==> src/common/pom_pkg.sv <==
// Purpose: Shared constants for the port output priority mux block
// Assumes: 8-bit register port, one clock, synchronous active-low reset
// Notes: Register indices are the word addresses on the plain register port
package pom_pkg;
  localparam int unsigned POM_W = 8;
  localparam logic [3:0] POM_A_P1_DIR = 4'h0;
  localparam logic [3:0] POM_A_P2_DIR = 4'h1;
  localparam logic [3:0] POM_A_P3_DIR = 4'h2;
  localparam logic [3:0] POM_A_PH_DIR = 4'h3;
  localparam logic [3:0] POM_A_P1_DATA = 4'h4;
  localparam logic [3:0] POM_A_P2_DATA = 4'h5;
  localparam logic [3:0] POM_A_P3_DATA = 4'h6;
  localparam logic [3:0] POM_A_PH_DATA = 4'h7;
  localparam logic [3:0] POM_A_ODSEL = 4'h8;
  localparam logic [3:0] POM_A_SNAP = 4'h9;
  localparam logic [3:0] POM_A_SENSE = 4'hA;
  localparam logic [3:0] POM_A_LOCSEL = 4'hB;
  localparam logic [3:0] POM_A_PIN1 = 4'hC;
  localparam logic [3:0] POM_A_PIN2 = 4'hD;
  localparam logic [3:0] POM_A_PIN3 = 4'hE;
  localparam logic [7:0] POM_RST8 = 8'h00;
  localparam logic [1:0] POM_RST2 = 2'h0;
  localparam logic [7:0] POM_UNMAPPED = 8'h00;
  // Sense codes: {rise, fall}
  localparam logic [1:0] POM_SENSE_LOW = 2'h0;
  localparam logic [1:0] POM_SENSE_FALL = 2'h1;
  localparam logic [1:0] POM_SENSE_RISE = 2'h2;
  localparam logic [1:0] POM_SENSE_BOTH = 2'h3;
  // Bit positions of the serial functions on port 1 and select on port 2
  localparam int unsigned POM_P1_TX_BIT = 4;
  localparam int unsigned POM_P1_CLK_BIT = 6;
  localparam int unsigned POM_P2_SEL_BIT = 1;
  localparam int unsigned POM_LOC_SEL_BIT = 0;
endpackage

==> src/hdl/pom_top.sv <==
// Purpose: Output priority mux for ports 1 to 3 plus port H snapshot
// Assumes: Plain register port, read data one cycle after read strobe
// Notes: Pin outputs registered, so they follow enables by one cycle
// Overview of operation
// Open-drain bit makes port 2 pin drive low
// Open-drain register 8 bits, RW, resets zero
// Snapshot captures port H on trigger, read-only
// Two sense bits choose level or edge trigger
// Peripheral output enable high means peripheral owns pin
// Plain pins: direction bit picks output or input
// Port 1 bit 6 serial clock beats direction
// Port 1 bit 4 serial transmit beats direction
// Timer enables on port 2 beat direction
// Port 2 bit 1: select, timer, direction
// Port 3: timer, pattern generator, then direction
// Location register picks A or B pin
// Direction bits write-only, reset to input
// After reset all pins are inputs, undriven
//
// The register offsets and strobed register access were decided locally.
`timescale 1ns/1ps
module pom_top
  import pom_pkg::*;
(
  input wire logic clk,                     // System clock, 10 MHz
  input wire logic nrst,                    // Synchronous reset, active low
  input wire logic [3:0] reg_addr,          // Register index
  input wire logic [7:0] reg_wdata,         // Write data
  input wire logic reg_wr,                  // Write strobe
  input wire logic reg_rd,                  // Read strobe
  output logic [7:0] reg_rdata,             // Read data, cycle after strobe
  input wire logic serial_clock_out_en,     // Serial clock enable, port 1 bit 6
  input wire logic serial_clock_out,        // Serial clock level
  input wire logic serial_tx_out_en,        // Serial transmit enable, port 1 bit 4
  input wire logic serial_tx_out,           // Serial transmit level
  input wire logic sync_serial_select_out_en, // Sync serial select enable
  input wire logic sync_serial_select_out,  // Sync serial select level
  input wire logic [7:0] timer2_out_en,     // Timer enables for port 2 pins
  input wire logic [7:0] timer2_out,        // Timer levels for port 2 pins
  input wire logic [7:0] timer3_out_en,     // Timer enables for port 3 pins
  input wire logic [7:0] timer3_out,        // Timer levels for port 3 pins
  input wire logic [7:0] pattern_out_en,    // Pattern generator enables, port 3
  input wire logic [7:0] pattern_out,       // Pattern generator levels, port 3
  input wire logic [7:0] port1_in,          // Port 1 pin levels
  input wire logic [7:0] port2_in,          // Port 2 pin levels
  input wire logic [7:0] port3_in,          // Port 3 pin levels
  input wire logic [7:0] port_h_in,         // Port H pin levels
  input wire logic snapshot_trigger_pin,    // Trigger pin, low level or edge chosen by sense bits
  output logic [7:0] port1_out,             // Port 1 driven level
  output logic [7:0] port1_oe,              // Port 1 driver enable
  output logic [7:0] port2_out,             // Port 2 driven level
  output logic [7:0] port2_oe,              // Port 2 driver enable
  output logic [7:0] port3_out,             // Port 3 driven level
  output logic [7:0] port3_oe,              // Port 3 driver enable
  output logic [7:0] port_h_out,            // Port H driven level
  output logic [7:0] port_h_oe,             // Port H driver enable
  output logic pin_location_b               // Alternate location select to peripherals
);
  typedef struct packed {
    logic [7:0] dir1;
    logic [7:0] dir2;
    logic [7:0] dir3;
    logic [7:0] dirh;
    logic [7:0] dat1;
    logic [7:0] dat2;
    logic [7:0] dat3;
    logic [7:0] dath;
    logic [7:0] odsel;
    logic [7:0] snap;
    logic [1:0] sense;
    logic [7:0] locsel;
    logic [7:0] rdata;
    logic [7:0] p1o;
    logic [7:0] p1e;
    logic [7:0] p2o;
    logic [7:0] p2e;
    logic [7:0] p3o;
    logic [7:0] p3e;
    logic [7:0] pho;
    logic [7:0] phe;
  } pom_state_t;

  pom_state_t s_q;
  pom_state_t s_d;
  logic fire;
  logic [7:0] e1;
  logic [7:0] v1;
  logic [7:0] e2;
  logic [7:0] v2;
  logic [7:0] e3;
  logic [7:0] v3;
  logic [2:0] oe1 [8];
  logic [2:0] dt1 [8];
  logic [2:0] oe2 [8];
  logic [2:0] dt2 [8];

  // Register read decode; direction registers return zero as undefined data
  function automatic logic [7:0] rd_mux(input logic [3:0] a, input pom_state_t s,
                                        input logic [7:0] p1, input logic [7:0] p2,
                                        input logic [7:0] p3);
    logic [7:0] r;
    r = POM_UNMAPPED;
    case (a)
      POM_A_P1_DATA: r = s.dat1;
      POM_A_P2_DATA: r = s.dat2;
      POM_A_P3_DATA: r = s.dat3;
      POM_A_PH_DATA: r = s.dath;
      POM_A_ODSEL: r = s.odsel;
      POM_A_SNAP: r = s.snap;
      POM_A_SENSE: r = {6'h00, s.sense};
      POM_A_LOCSEL: r = s.locsel;
      // Pin status shows pin levels for inputs, data bits for outputs
      POM_A_PIN1: r = (s.dat1 & s.dir1) | (p1 & ~s.dir1);
      POM_A_PIN2: r = (s.dat2 & s.dir2) | (p2 & ~s.dir2);
      POM_A_PIN3: r = (s.dat3 & s.dir3) | (p3 & ~s.dir3);
      default: r = POM_UNMAPPED;
    endcase
    return r;
  endfunction

  pom_trig_det u_trig (
    .clk(clk),
    .nrst(nrst),
    .pin(snapshot_trigger_pin),
    .sense(s_q.sense),
    .fire(fire)
  );

  // Per-pin enable sets; unused priority slots are tied low
  always_comb begin
    for (int i = 0; i < POM_W; i++) begin
      oe1[i] = 3'h0;
      dt1[i] = 3'h0;
      oe2[i] = {1'b0, 1'b0, timer2_out_en[i]};
      dt2[i] = {1'b0, 1'b0, timer2_out[i]};
    end
    oe1[POM_P1_CLK_BIT] = {2'h0, serial_clock_out_en};
    dt1[POM_P1_CLK_BIT] = {2'h0, serial_clock_out};
    oe1[POM_P1_TX_BIT] = {2'h0, serial_tx_out_en};
    dt1[POM_P1_TX_BIT] = {2'h0, serial_tx_out};
    // Select output ahead of the timer on bit 1
    oe2[POM_P2_SEL_BIT] = {1'b0, timer2_out_en[POM_P2_SEL_BIT], sync_serial_select_out_en};
    dt2[POM_P2_SEL_BIT] = {1'b0, timer2_out[POM_P2_SEL_BIT], sync_serial_select_out};
  end

  // One selector per pin for each of ports 1 to 3
  genvar g;
  generate
    for (g = 0; g < POM_W; g++) begin : g_pin
      pom_pin_sel u_p1 (
        .oe(oe1[g]),
        .dat(dt1[g]),
        .dir(s_q.dir1[g]),
        .port_dat(s_q.dat1[g]),
        .od(1'b0),
        .drv_en(e1[g]),
        .drv_val(v1[g])
      );
      // Timer first on port 2 except bit 1, where select leads, see R9 R10; open drain applies here
      pom_pin_sel u_p2 (
        .oe(oe2[g]),
        .dat(dt2[g]),
        .dir(s_q.dir2[g]),
        .port_dat(s_q.dat2[g]),
        .od(s_q.odsel[g]),
        .drv_en(e2[g]),
        .drv_val(v2[g])
      );
      // Timer then pattern generator then direction
      pom_pin_sel u_p3 (
        .oe({1'b0, pattern_out_en[g], timer3_out_en[g]}),
        .dat({1'b0, pattern_out[g], timer3_out[g]}),
        .dir(s_q.dir3[g]),
        .port_dat(s_q.dat3[g]),
        .od(1'b0),
        .drv_en(e3[g]),
        .drv_val(v3[g])
      );
    end
  endgenerate

  // Next-state logic: register writes, snapshot, registered pin drive
  always_comb begin
    s_d = s_q;
    if (reg_wr) begin
      case (reg_addr)
        POM_A_P1_DIR: s_d.dir1 = reg_wdata;
        POM_A_P2_DIR: s_d.dir2 = reg_wdata;
        POM_A_P3_DIR: s_d.dir3 = reg_wdata;
        POM_A_PH_DIR: s_d.dirh = reg_wdata;
        POM_A_P1_DATA: s_d.dat1 = reg_wdata;
        POM_A_P2_DATA: s_d.dat2 = reg_wdata;
        POM_A_P3_DATA: s_d.dat3 = reg_wdata;
        POM_A_PH_DATA: s_d.dath = reg_wdata;
        POM_A_ODSEL: s_d.odsel = reg_wdata;
        POM_A_SENSE: s_d.sense = reg_wdata[1:0];
        POM_A_LOCSEL: s_d.locsel = reg_wdata;
        default: s_d.rdata = s_q.rdata;
      endcase
    end
    // Snapshot has no write path at all
    if (fire) begin
      s_d.snap = port_h_in;
    end
    // Read data is valid only in the cycle after the strobe
    s_d.rdata = reg_rd ? rd_mux(reg_addr, s_q, port1_in, port2_in, port3_in) : POM_RST8;
    s_d.p1o = v1;
    s_d.p1e = e1;
    s_d.p2o = v2;
    s_d.p2e = e2;
    s_d.p3o = v3;
    s_d.p3e = e3;
    // Port H has no peripheral output
    s_d.pho = s_q.dath;
    s_d.phe = s_q.dirh;
  end

  // State register; all enables clear so every pin is an input
  always_ff @(posedge clk) begin
    if (!nrst) begin
      s_q <= '0;
      s_q.sense <= POM_RST2;
      s_q.odsel <= POM_RST8;
      s_q.snap <= POM_RST8;
    end else begin
      s_q <= s_d;
    end
  end

  assign reg_rdata = s_q.rdata;
  assign port1_out = s_q.p1o;
  assign port1_oe = s_q.p1e;
  assign port2_out = s_q.p2o;
  assign port2_oe = s_q.p2e;
  assign port3_out = s_q.p3o;
  assign port3_oe = s_q.p3e;
  assign port_h_out = s_q.pho;
  assign port_h_oe = s_q.phe;
  // Location bit goes to the peripherals' pin routing
  assign pin_location_b = s_q.locsel[POM_LOC_SEL_BIT];
endmodule

==> src/hdl/pom_pin_sel.sv <==
// Purpose: One pin's output driver selection by priority
// Assumes: Enables are active high, a lower index wins
// Notes: Combinational; caller registers the results
`timescale 1ns/1ps
module pom_pin_sel
  import pom_pkg::*;
(
  input wire logic [2:0] oe,    // Peripheral enables, bit 0 highest
  input wire logic [2:0] dat,   // Peripheral data per enable
  input wire logic dir,         // Direction bit
  input wire logic port_dat,    // Port data bit
  input wire logic od,          // Open-drain select
  output logic drv_en,          // Pin driver enable
  output logic drv_val          // Pin driven level
);
  logic val;
  logic en;
  // First asserted enable wins, else the direction bit decides
  always_comb begin
    val = port_dat;
    en = dir;
    if (oe[0]) begin
      val = dat[0];
      en = 1'b1;
    end else if (oe[1]) begin
      val = dat[1];
      en = 1'b1;
    end else if (oe[2]) begin
      val = dat[2];
      en = 1'b1;
    end
    drv_val = val;
    // Open drain releases the pin for a high level
    drv_en = en & ~(od & val);
  end
endmodule

==> src/hdl/pom_trig_det.sv <==
// Purpose: Trigger detector for the snapshot trigger pin
// Assumes: Pin input synchronous to clk
// Notes: Low-level sense fires every cycle the pin stays low
`timescale 1ns/1ps
module pom_trig_det
  import pom_pkg::*;
(
  input wire logic clk,         // System clock
  input wire logic nrst,        // Synchronous reset, active low
  input wire logic pin,         // Trigger pin level
  input wire logic [1:0] sense, // {rise, fall} sense bits
  output logic fire             // Capture strobe, combinational
);
  logic prev_q;
  // Previous level held high after reset so no false rise appears
  always_ff @(posedge clk) begin
    if (!nrst) begin
      prev_q <= 1'b1;
    end else begin
      prev_q <= pin;
    end
  end
  // Sense selection
  always_comb begin
    case (sense)
      POM_SENSE_LOW: fire = ~pin;
      POM_SENSE_FALL: fire = prev_q & ~pin;
      POM_SENSE_RISE: fire = ~prev_q & pin;
      POM_SENSE_BOTH: fire = prev_q ^ pin;
      default: fire = 1'b0;
    endcase
  end
endmodule

==> config.mk <==
export PLATFORM = sky130hd
export DESIGN_NAME = pom_top
export DESIGN_NICKNAME = d
export VERILOG_FILES = /design/src/common/pom_pkg.sv /design/src/hdl/pom_top.sv /design/src/hdl/pom_pin_sel.sv /design/src/hdl/pom_trig_det.sv
export SDC_FILE = /design/constraint.sdc
export NUM_CORES = 1
export LEC_CHECK = 0
export BUFFER_PORTS_ARGS = -buffer_cell sky130_fd_sc_hd__buf_2
export CAP_MARGIN = 20
export CORE_MARGIN = 3
export CORE_UTILIZATION = 30
export CTS_CLUSTER_DIAMETER = 120
export DETAILED_ROUTE_END_ITERATION = 10
export GPL_ROUTABILITY_DRIVEN = 0
export HOLD_SLACK_MARGIN = 0.1
export PLACE_DENSITY = 0.53
export SLEW_MARGIN = 20
export SYNTH_ARGS = -nofsm -noshare
export SYNTH_HDL_FRONTEND = slang
export SYNTH_SLANG_ARGS = --single-unit
==> constraint.sdc <==
create_clock -name clk -period 5 [get_ports clk]
set_input_delay 1 -clock clk [delete_from_list [all_inputs] [get_ports clk]]
set_output_delay 1 -clock clk [all_outputs]
set_load 0.005 [all_outputs]
# Word level (Yosys, flattened, before mapping)
# Index checks and enable logic that the tools add are counted.
[op_classes] n_reduce_logical=14 n_eq_ne=17 bitwise_logic=41 muxes=56
[op_table] op="$pmux W8 S11" count=1
[op_table] op="$mux W1" count=54
[op_table] op="$and A8 B8 Y8" count=6
[op_table] op="$eq A4 B4 Y1 const B" count=7
[op_table] op="$not A8 Y8" count=3
[op_table] op="$or A8 B8 Y8" count=3
[op_table] op="$reduce_and A2 Y1" count=12
[op_table] op="$and A1 B1 Y1" count=18
[op_table] op="$eq A4 B3 Y1 const B" count=4
[op_table] op="$not A1 Y1" count=10
[op_table] op="$eq A4 B2 Y1 const B" count=2
[op_table] op="$eq A2 B2 Y1 const B" count=2
[op_table] op="$eq A4 B1 Y1 const B" count=1
[op_table] op="$logic_not A4 Y1" count=1
[op_table] op="$pmux W1 S4" count=1
[op_table] op="$eq A2 B1 Y1 const B" count=1
[op_table] op="$logic_not A2 Y1" count=1
[op_table] op="$xor A1 B1 Y1" count=1
[word_totals] wordCells=150 input_bits=103 output_inout_bits=73 ff_bits=163

# Depth between registers and ports, before layout
# Gate-level depths: netlist (run 1).
[logic_depth] word_depth=5 depth_mapped=7

# Modules after synthesis
# Synthesis (run 1) repeated with hierarchy kept, for this count alone.
[unflattened] cells_unflattened=872 area_unflattened_um2=8298.0
[by_module_without_submodules] mod="pom_top" instances=1 area_per_inst_um2=6894.1 cells_per_inst=672
[by_module_without_submodules] mod="pom_pin_sel" instances=24 area_per_inst_um2=55.1 cells_per_inst=8
[by_module_without_submodules] mod="pom_trig_det" instances=1 area_per_inst_um2=82.6 cells_per_inst=8

# Worst setup path before layout (run 1)
# No wires, ideal clock.
[synth_timing] path_kind="input to register" startpoint="in snapshot_trigger_pin" endpoint="reg s_q[82] (netlist name)" setup_time_ns=0.116 arrival_time_ns=2.157 slack_ns=2.727 n_path_buf=1 stages=7 t_required_ns=4.884 path_cell_list="inv_1 -> ha_1 -> inv_1 -> mux4_2 -> buf_2 -> mux2i_1 -> nor2b_1"
[synth_between] elab_chain_len=3 elab_cells_between_ends=5 cone_classes="1 x mux; 4 x bitwise"
[synth_lines] item="start, declared" line="pom_top.sv:48" rtl="input wire logic snapshot_trigger_pin,"
[synth_lines] item="$not A1 Y1" line="pom_trig_det.sv:26, pom_trig_det.sv:27"
[synth_lines] item="$and A1 B1 Y1" line="pom_trig_det.sv:27" rtl="POM_SENSE_FALL: fire = prev_q & ~pin;"
[synth_lines] item="$pmux W1 S4 *" line="pom_trig_det.sv:25" rtl="case (sense)"
[synth_lines] item="end, declared" line="pom_top.sv:83" rtl="pom_state_t s_q;"
# Every way passes the cells marked *; elsewhere a longest branch is shown, timed or not.
# A chain may end at the register's enable or synchronous reset.

# Final worst setup path (run 1)
[layout_timing] startpoint="in reg_addr[1]" endpoint="reg s_q[110] (netlist name)"
[layout_between] elab_chain_len=2
[layout_lines] item="start, declared" line="pom_top.sv:27" rtl="input wire logic [3:0] reg_addr,"
[layout_lines] item="$eq A4 B3 Y1" line="pom_top.sv:186" rtl="case (reg_addr)"
[layout_lines] item="$reduce_and A2 Y1 (no line)"
# Every way passes these cells.

==> results of run 1 <==
[synth_stat cells, drive strengths merged, types with 3 or more instances]
master	instances	share of area (%)
clkbuf	25	1.3
o31a	8	0.95
nor4	4	0.34
a21oi	5	0.34
a32oi	5	0.59
nand2	16	0.81
and2b	3	0.30
o22ai	4	0.34
mux2i	132	18
o221a	8	1.2
nand3b	4	0.41
a2111oi	3	0.52
nor2	10	0.54
o21ai	13	0.88
inv	12	0.61
a22o	6	0.71
a31oi	7	0.59
buf	93	9.2
and2	37	3.1
and3	4	0.34
nand4b	3	0.36
nor2b	104	8.8
dfxtp	163	44
nand3	12	1.2
mux2	7	1.1
nor3b	4	0.41
[through the flow]
stage	hold slack [ns]	utilization (%)	setup slack, ns	instance area, µm²	instances
after floorplan	0.427	-	2.73	7390	715
after global placement	0.449	33.2	1.93	7900	1092
after detailed placement	0.451	33.2	1.88	7900	1092
after CTS	0.471	35.8	2.34	8520	1124
after global routing	0.493	35.8	2.14	8520	1124
final	0.465	35.8	2.28	8520	1124
[layout by cell type, fill, tap and decap left out, types with 3 or more instances in the layout]
master / count
inv_6: 6
and2b_1: 3
dfxtp_1: 163
a32oi_1: 5
nor4_1: 4
a22o_1: 6
nand3_2: 5
inv_1: 12
nor3b_1: 4
o22ai_1: 4
o221a_2: 8
nand3_1: 7
mux2i_1: 132
mux2_2: 7
buf_2: 174
clkbuf_16: 17
o21ai_0: 13
and2_1: 37
nor2b_1: 104
and3_1: 4
nand2_1: 16
a21oi_1: 5
nand3b_1: 4
a31oi_1: 7
nor2_1: 9
bufinv_16: 3
o31a_1: 8
nand4b_1: 3
[worst max path at each step]
| stage | from | slack [ns] | end |
|---|---|---|---|
| final | reg_addr[1] | 2.28 | s_q[110] |
| after global routing | reg_addr[2] | 2.14 | s_d[8] |
| after CTS | reg_addr[1] | 2.34 | s_q[110] |
| after detailed placement | reg_addr[1] | 1.88 | s_q[111] |
| after global placement | reg_addr[2] | 1.93 | s_d[11] |
| after floorplan | snapshot_trigger_pin | 2.73 | s_q[82] |
[layer usage]
| layer | part of all wire, % | global-route usage, % |
|---|---|---|
| met1 | 46 | 20.6 |
| met4 | 2.7 | 6.57 |
| met5 | 0.097 | 0 |
| met2 | 46 | 24.3 |
| met3 | 5.8 | 4.04 |
[critical path, stage by stage]
cell,delay [ns]
buf_2,0.55
nor2b_1,0.59
and3_1,0.58
mux2i_1,0.24
nor2b_1,0.06
[final cells by class]
| type | instances | area, µm² | share of cell area, % |
|---|---|---|---|
| multi-input combinational | 422 | 3310 | 38.8 |
| clock buffer | 17 | 425 | 4.99 |
| tap | 319 | 399 | 4.68 |
| inverter | 12 | 45.0 | 0.529 |
| clock inverter | 15 | 191 | 2.25 |
| sequential | 163 | 3260 | 38.3 |
| timing repair buffer | 176 | 886 | 10.4 |
[power groups by stage]
stage	clock network [W]	registers, W	logic, W
after global placement	0	0.00138	0.000229
after detailed placement	0	0.00138	0.000230
final	0.00138	0.00135	0.000228
after global routing	0.00148	0.00135	0.000251
after CTS	0.00142	0.00135	0.000231
after floorplan	0	0.00137	0.000160
[cell families after synthesis]
kind of cell	share of synthesized area, %
AND/OR/NAND/NOR	17.4
AO/OA/AOI/OAI	7.46
buffers and inverters	11.1
multiplexers	19.5
adder cells (fa/ha/maj)	0.338
flip-flops	44.1
==> impl_results.md, run 1 <==
* Max Freq at 368 MHz
* Warnings from Yosys at 0
* Fin. Hold Viols at 0
* Clk sink count at 163
* RR Startpoint: u_trig.prev_q
* Setup CP Type: in -> reg
* H-Tree Depth at 4
* RSZ-0062 raised after global routing: false
* Cells after Synth at 715
* Max FFs per register at 73
* Clk Latency, worst-skew pair at 0.43 ns
* Reg clk slew, reported paths at 0.07 ns
* Synth unique cells at 47
* Number of synthesized flops with an enable pin at 0
* Ports at 176
* Via-to-Cell Ratio at 4.59
* Setup TNS at 0 ns
* Relative slew slack at 35.8%
* Post-synth top flop: dfxtp_1
* Worst VDD drop at 155 µV
* Vias after detailed routing at 5155
* Vias in the first global route at 5128
* Post-Syn Area at 0.00739 mm²
* Seq/Total Area, Yosys at 44.1%
* Synth async-reset ratio at 0%
* Die Span Y at 163 µm
* First-pass GRT wire length at 31.1 mm
* Total global-route track usage at 15.6%
* Crit end category: flip-flop
* Residual DRC at 0
* Final period util at 54.4%
* Die area at 0.0266 mm²
* Gate power share at 7.7%
* R2R Path End: s_q[85]
* R2r setup slk at 3.41 ns
* Longest Clk Path Bufs at 2
* Clock share of power at 46.6%
* Total Wirelength at 20.7 mm
* Core Area at 0.0238 mm²
* Number of detailed-route iterations in the first pass at 4
* Ant. Diodes at 0
* Setup Viol. Count Final at 0
* Area Overhead vs Synth at 15.2%
* Power Total at 0.00295 W
* Synth Area per Inst at 10.3 µm²
* Leak Pwr at 3.73 nW
* Post-route ant nets at 0
* Worst Reg-to-Reg Cells at 5
* Slew @ Worst Pin at 0.961 ns
* Grt ovf at 0
* Outcome: finished clean
* Setup repair bufs after CTS at 0
* Flop pwr share at 45.6%
* Die width at 163 µm
* Filler Cell Count at 2454
* Site Rows at 56
* Final HPWL DP at 15.0 mm
* Iter 0 DRT Violations at 264
* Internal power at 0.00223 W
* Routed wire length per instance at 18.4 µm
* CP Max Fanout at 34
* Total net switching power at 0.000716 W
* Starting density of the core at 31.0%
* Layout cells sized above 1 at 29.1%
* Root Buffer: clkbuf_16
* Hold depth at 1
* PortBufs at 175
* Pwr/cell area at 346 mW/mm²
* Max Slew Vio Count at 0
* Largest net degree at the start of global routing at 92
* Critical Path RT at 5.31 ns
* Cts hold-fix bufs at 0
* MaxCap Viol Count at 0
* Antenna violations before repair at 1
* Net Sw Frac at 24.3%
* Worst EP arrival at 3.03 ns
* Mapped Nets at 820
* Clock skew at 0.00766 ns
* Top reg by flops: s_q
* Fin crit period at 2.72 ns
* Hold path endpoint: port_h_oe[3]
* CTS tree: built
* Worst hold start: s_d[3]
* Crit start category: primary input
* Worst min path class: reg -> reg
* CTS Buf Count at 17
* Synth Register Bits at 163
* Post-CTS sizing at 0
* Nets at 897
No activity file was read; power rests on OpenSTA's default activity.
==> run 2: changes to the inputs <==
--- a/config.mk
+++ b/config.mk
@@ -5,6 +5,7 @@
 export SDC_FILE = /design/constraint.sdc
 export NUM_CORES = 1
 export LEC_CHECK = 0
+export ABC_AREA = 1
 export BUFFER_PORTS_ARGS = -buffer_cell sky130_fd_sc_hd__buf_2
 export CAP_MARGIN = 20
 export CORE_MARGIN = 3
@@ -13,7 +14,7 @@
 export DETAILED_ROUTE_END_ITERATION = 10
 export GPL_ROUTABILITY_DRIVEN = 0
 export HOLD_SLACK_MARGIN = 0.1
-export PLACE_DENSITY = 0.53
+export PLACE_DENSITY = 0.55
 export SLEW_MARGIN = 20
 export SYNTH_ARGS = -nofsm -noshare
 export SYNTH_HDL_FRONTEND = slang
==> constraint.sdc (replaced) <==
create_clock -name clk -period 2.2 [get_ports clk]
set_input_delay 0.44 -clock clk [delete_from_list [all_inputs] [get_ports clk]]
set_output_delay 0.44 -clock clk [all_outputs]
set_load 0.005 [all_outputs]
==> run 2 against run 1 <==
Effect of this change: clock power grew 100%; critical path depth grew 1; sequential power grew 130%; wire length grew 5.1%; clock-buffer cell count is the same; critical path type is now reg -> reg; power grew 120%; combinational power grew 140%.
==> impl_results.md, run 2 <==
* Worst VDD drop at 386 µV
* Max FFs per register at 73
* Layout cells sized above 1 at 20.7%
* Post-route ant nets at 0
* Commonest cells post-synth: nand2_1, dfxtp_1, inv_1
* Seq/Total Area, Yosys at 45.3%
* Top reg by flops: s_q
* Hold path endpoint: u_trig.prev_q
* Root Buffer: clkbuf_16
* Leak Pwr at 4.15 nW
* Worst EP arrival at 1.80 ns
* Post-CTS sizing at 0
* DP Area at 0.00789 mm²
* Setup TNS at 0 ns
* Final period util at 65.2%
* Final HPWL DP at 16.4 mm
* Most frequent cells in the layout: nand2_1, buf_2, dfxtp_1
* Hold depth at 3
* Worst min path class: in -> reg
* Setup Viol. Count Final at 0
* Antenna violations before repair at 4
* CTS tree: built
* Iter 0 DRT Violations at 398
* Largest net degree at the start of global routing at 40
* Post-Syn Area at 0.00721 mm²
* Crit. Startpoint: u_trig.prev_q
* Pwr/cell area at 763 mW/mm²
* Via-to-Cell Ratio at 4.44
* Longest Clk Path Bufs at 2
* Nets at 1227
* Number of synthesized flops with an enable pin at 0
* Core Area at 0.0235 mm²
* Clock skew at 0.00960 ns
* Number of detailed-route iterations in the first pass at 5
* Critical Path RT at 2.56 ns
* Slew @ Worst Pin at 0.485 ns
* Mapped Nets at 1132
* R2R Path End: s_q[85]
* Max Freq at 697 MHz
* PortBufs at 175
* Cts hold-fix bufs at 0
* Top cells by area, synth: dfxtp_1, nand2_1, buf_4
* Worst hold start: snapshot_trigger_pin
* Outcome: finished clean
* Clk Latency, worst-skew pair at 0.43 ns
* Starting density of the core at 30.6%
* Area Overhead vs Synth at 17.1%
* Residual DRC at 0
* Crit end category: flip-flop
* R2r setup slk at 0.77 ns
* Total Wirelength at 21.8 mm
* Area leader, netlist: dfxtp_1
* Site Rows at 56
* Die width at 161 µm
* Relative slew slack at 67.6%
* Synth async-reset ratio at 0%
* MaxCap Viol Count at 0
* Routed wire length per instance at 15.0 µm
* Crit start category: flip-flop
* Setup repair bufs after CTS at 0
* Cells after Synth at 1027
* First-pass GRT wire length at 33.4 mm
* Fin crit period at 1.43 ns
* Setup CP Type: reg -> reg
* Post-synth top area share at 45.3%
* Synth Area per Inst at 7.02 µm²
* Total global-route track usage at 16.6%
* Vias after detailed routing at 6467
* Most common cell after layout, fill and taps aside: nand2_1
* Die area at 0.0259 mm²
* Ports at 176
* Synth unique cells at 18
* Grt ovf at 0
* Max Slew Vio Count at 0
* Most frequent cell after synthesis: nand2_1
* RSZ-0062 raised after global routing: false
* Fin. Hold Viols at 0
* H-Tree Depth at 4
* RR Startpoint: u_trig.prev_q
* Worst Reg-to-Reg Cells at 6
* CTS Buf Count at 17
* Filler Cell Count at 2627
* CP Max Fanout at 9
* Fin area at 0.00845 mm²
* Clk sink count at 163
* Synth Register Bits at 163
* Die Span Y at 161 µm
* Warnings from Yosys at 0
* Post-layout util at 35.9%
* Reg clk slew, reported paths at 0.06 ns
* Post-synth top flop: dfxtp_1
* Vias in the first global route at 6010
[run 2: changes by cell type in the layout (fill, tap and decap cells not counted), moves of 7 or more]
cell and change:
nor2b_1 -104, mux2i_1 -132, nand2_1 +210, o21ai_0 +75, mux2_2 -7, o31a_1 -8, o221a_2 -8, buf_4 +15
and2_1 -37, nand3_1 +67, a31oi_1 -7, inv_1 +116, nor2_1 +99, a21oi_1 +95
[run 2: critical path: stages, from the launching register on]
cell      delay, ns
dfxtp_1        0.31
ha_1           0.27
o211ai_1       0.17
nand2_1        0.19
inv_1          0.25
nor2_1         0.06
nor2_1         0.11
[run 2: worst max path at each step]
stage | end | depth (start not counted)
3_3_place_gp | s_q[139] | 7
6_report | s_q[85] | 6
3_5_place_dp | s_q[141] | 7
4_1_cts | s_q[85] | 6
2_1_floorplan | s_q[82] | 7
5_1_grt | s_q[85] | 6
[run 2: cell families (layout without fill, tap and decap cells)]
family / after synthesis / in the layout / synth area share, %
AND/OR/NAND/NOR: 414 / 414 / 23.2
flip-flops: 163 / 163 / 45.3
AO/OA/AOI/OAI: 199 / 199 / 14.0
adder cells (fa/ha/maj): 2 / 2 / 0.347
buffers and inverters: 249 / 357 / 17.1
other: 0 / 1 / 0
[run 2: cell type report]
class / count / area (µm²) / share of cell area (%)
clock inverter: 15 / 124 / 1.47
timing repair buffer: 193 / 1020 / 12.1
clock buffer: 17 / 425 / 5.04
tap: 319 / 399 / 4.73
antenna: 1 / 2.50 / 0.0296
sequential: 163 / 3260 / 38.6
inverter: 132 / 495 / 5.87
multi-input combinational: 615 / 2710 / 32.1
[run 2: stage by stage]
step           total power [W]  setup WS (ns)  cells  hold WS, ns
3_5_place_dp           0.00371          0.390   1422        0.423
5_1_grt                0.00673          0.559   1454        0.242
6_report               0.00644          0.766   1455        0.247
2_1_floorplan          0.00349          0.780   1027        0.407
3_3_place_gp           0.00370          0.438   1422        0.426
4_1_cts                0.00651          0.752   1454        0.227
[run 2: per-layer routing]
metal | vias up | part of all wire [%] | track usage, %
met1 | 2865 | 48 | 23.2
li1 | 3347 | - | -
met4 | 6 | 1.2 | 4.18
met5 | - | 0.13 | 0
met2 | 222 | 44 | 25.8
met3 | 27 | 7.0 | 4.18
[run 2: power by group]
group	leakage, nW	total, W	switching [W]	internal (W)
clock network	0.274	0.00280	0.00133	0.00148
registers	1.33	0.00308	0.0000428	0.00304
logic	2.54	0.000553	0.000344	0.000209
==> run 3: changes to the inputs <==
==> constraint.sdc (replaced) <==
create_clock -name clk -period 1.2 [get_ports clk]
set_input_delay 0.24 -clock clk [delete_from_list [all_inputs] [get_ports clk]]
set_output_delay 0.24 -clock clk [all_outputs]
set_load 0.005 [all_outputs]
==> run 3 against run 2 <==
Effect of this change: the flow now finishes with violations (negative setup slack); combinational power up 130%; worst setup slack worse by 0.88 ns; non-clock buffer count up 76; critical path depth unchanged; wire length up 5.3%; final area up 11%; final cell count up 5.2%; sequential power up 84%; power up 100%; critical endpoint is now s_q[88]; highest routed layer unchanged.
==> impl_results.md, run 3 (synthesis gave the netlist of run 2 again) <==
* Area Overhead vs Synth at 29.9%
* Met3 WL post-DR at 1.42 mm
* Most frequent cells in the layout: nand2_1, buf_2, dfxtp_1
* CP Max Fanout at 4
* Longest Clk Path Bufs at 2
* CTS Buf Count at 17
* Reg clk slew, reported paths at 0.07 ns
* Ant. Diodes at 0
* Relative slew slack at 62.1%
* H-Tree Depth at 4
* Starting density of the core at 30.6%
* MaxCap Viol Count at 0
* CP Buf/Inv Count at 1
* R2r setup slk at -0.12 ns
* Number of detailed-route iterations in the first pass at 5
* Final period util at 110%
* Hold path endpoint: port2_out[1]
* Multi-input logic area at 0.00276 mm²
* Final HPWL DP at 16.8 mm
* Metal1 wirelength at 10.8 mm
* Setup CP Type: reg -> reg
* First-pass GRT wire length at 34.9 mm
* Grt ovf at 0
* Clock skew at 0.0106 ns
* Outcome: finished, violations left
* Max Freq at 759 MHz
* Largest net degree at the start of global routing at 41
* Nets at 1304
* Critical Path, Cell by Cell: ha_4 -> o211ai_1 -> buf_4 -> nand2_4 -> o21ai_1 -> nor2_1
* Vias after detailed routing at 6704
* Worst Reg-to-Reg Cells at 6
* Worst VDD drop at 822 µV
* RSZ-0062 raised after global routing: true
* Power Total at 0.0130 W
* Antenna violations before repair at 3
* Clk sink count at 163
* Vias in the first global route at 6326
* RR Startpoint: u_trig.prev_q
* Worst EP arrival at 1.64 ns
* Ports at 176
* Most common cell after layout, fill and taps aside: nand2_1
* Setup Viol. Count Final at 8
* Worst hold start: sync_serial_select_out
* Die area at 0.0259 mm²
* Filler Cell Count at 2534
* Via-to-Cell Ratio at 4.38
* Hold Slack at 0.0797 ns
* Residual DRC at 0
* Total Wirelength at 22.9 mm
* Die Span Y at 161 µm
* Max Slew Vio Count at 0
* Failing checks: negative setup slack
* Site Rows at 56
* Hold depth at 3
* Root Buffer: clkbuf_16
* Final setup margin at -0.118 ns
* Post-route ant nets at 0
* Max FFs per register at 73
* CTS tree: built
* Slowest-stage cell, CP: dfxtp_2
* R2R Path End: s_q[88]
* Worst min path class: in -> reg
* Iter 0 DRT Violations at 528
* Top routing layer used: met5
* Fin crit period at 1.32 ns
* Critical Path RT at 1.52 ns
* Pwr/cell area at 1390 mW/mm²
* Leak Pwr at 4.56 nW
* Crit start category: flip-flop
* Top reg by flops: s_q
* Crit path max-delay family: compound AO/OA/AOI/OAI gates
* Routed wire length per instance at 15.0 µm
* Slew @ Worst Pin at 0.566 ns
* Crit end category: flip-flop
* Total global-route track usage at 17.4%
* Crit-path max cell delay at 0.35 ns
* Met2 wire length at 10.2 mm
* Die width at 161 µm
* PortBufs at 175
* Fin. Hold Viols at 0
* Sequential Area at 0.00327 mm²
* Layout cells sized above 1 at 23.3%
* Core Area at 0.0235 mm²
* Clk Latency, worst-skew pair at 0.42 ns
==> run 3: power breakdown <==
part | internal [W] | switching [W] | total [W]
clock network | 0.00383 | 0.00229 | 0.00612
logic | 0.000553 | 0.000697 | 0.00125
registers | 0.00558 | 0.0000796 | 0.00566
==> run 3: through the flow <==
step           std cells  TNS [ns]  utilization, %  setup WS (ns)  instance area [µm²]
2_1_floorplan       1027         0               -         0.0174                 7210
3_3_place_gp        1454    -16.64            34.9         -0.300                 8210
3_5_place_dp        1454    -18.19            34.9         -0.323                 8210
4_1_cts             1529    -0.874            39.5         -0.114                 9300
5_1_grt             1531     -1.46            39.8         -0.201                 9360
6_report            1531    -0.701            39.8         -0.118                 9360
==> run 3: metal layers <==
layer | vias up | GRT usage [%]
met2 | 209 | 27.7
li1 | 3494 | -
met5 | - | 0
met4 | 6 | 4.77
met3 | 30 | 3.54
met1 | 2965 | 24.1
==> run 3: layout make-up <==
type / instances / area share (%)
Sequential cell: 163 / 34.9
Multi-Input combinational cell: 616 / 29.5
Timing Repair Buffer: 269 / 19.0
Inverter: 132 / 5.32
Clock buffer: 21 / 4.92
Tap cell: 319 / 4.26
Clock inverter: 11 / 2.12
==> run 3: repair_timing <==
action,4_1_cts,5_1_grt
cloned,0,1
hold buffers,43,0
buffers inserted,0,1
pin swaps,0,10
gates resized for setup,6,21
setup endpoints to repair,8,12
hold endpoints to repair,42,0
==> run 3: worst max-delay path by stage <==
stage	depth (start not counted)	start	endpoint	slack [ns]
finish	6	u_trig.prev_q	s_q[88]	-0.12
global route	6	u_trig.prev_q	s_q[85]	-0.20
CTS	5	u_trig.prev_q	s_q[83]	-0.11
detailed placement	7	snapshot_trigger_pin	s_q[83]	-0.32
global placement	7	snapshot_trigger_pin	s_q[88]	-0.30
floorplan	5	u_trig.prev_q	s_q[82]	0.02
==> run 3: worst min-delay path, stage by stage <==
cell,delay [ns]
buf_2,0.08
o21ai_1,0.07
nor2_1,0.08
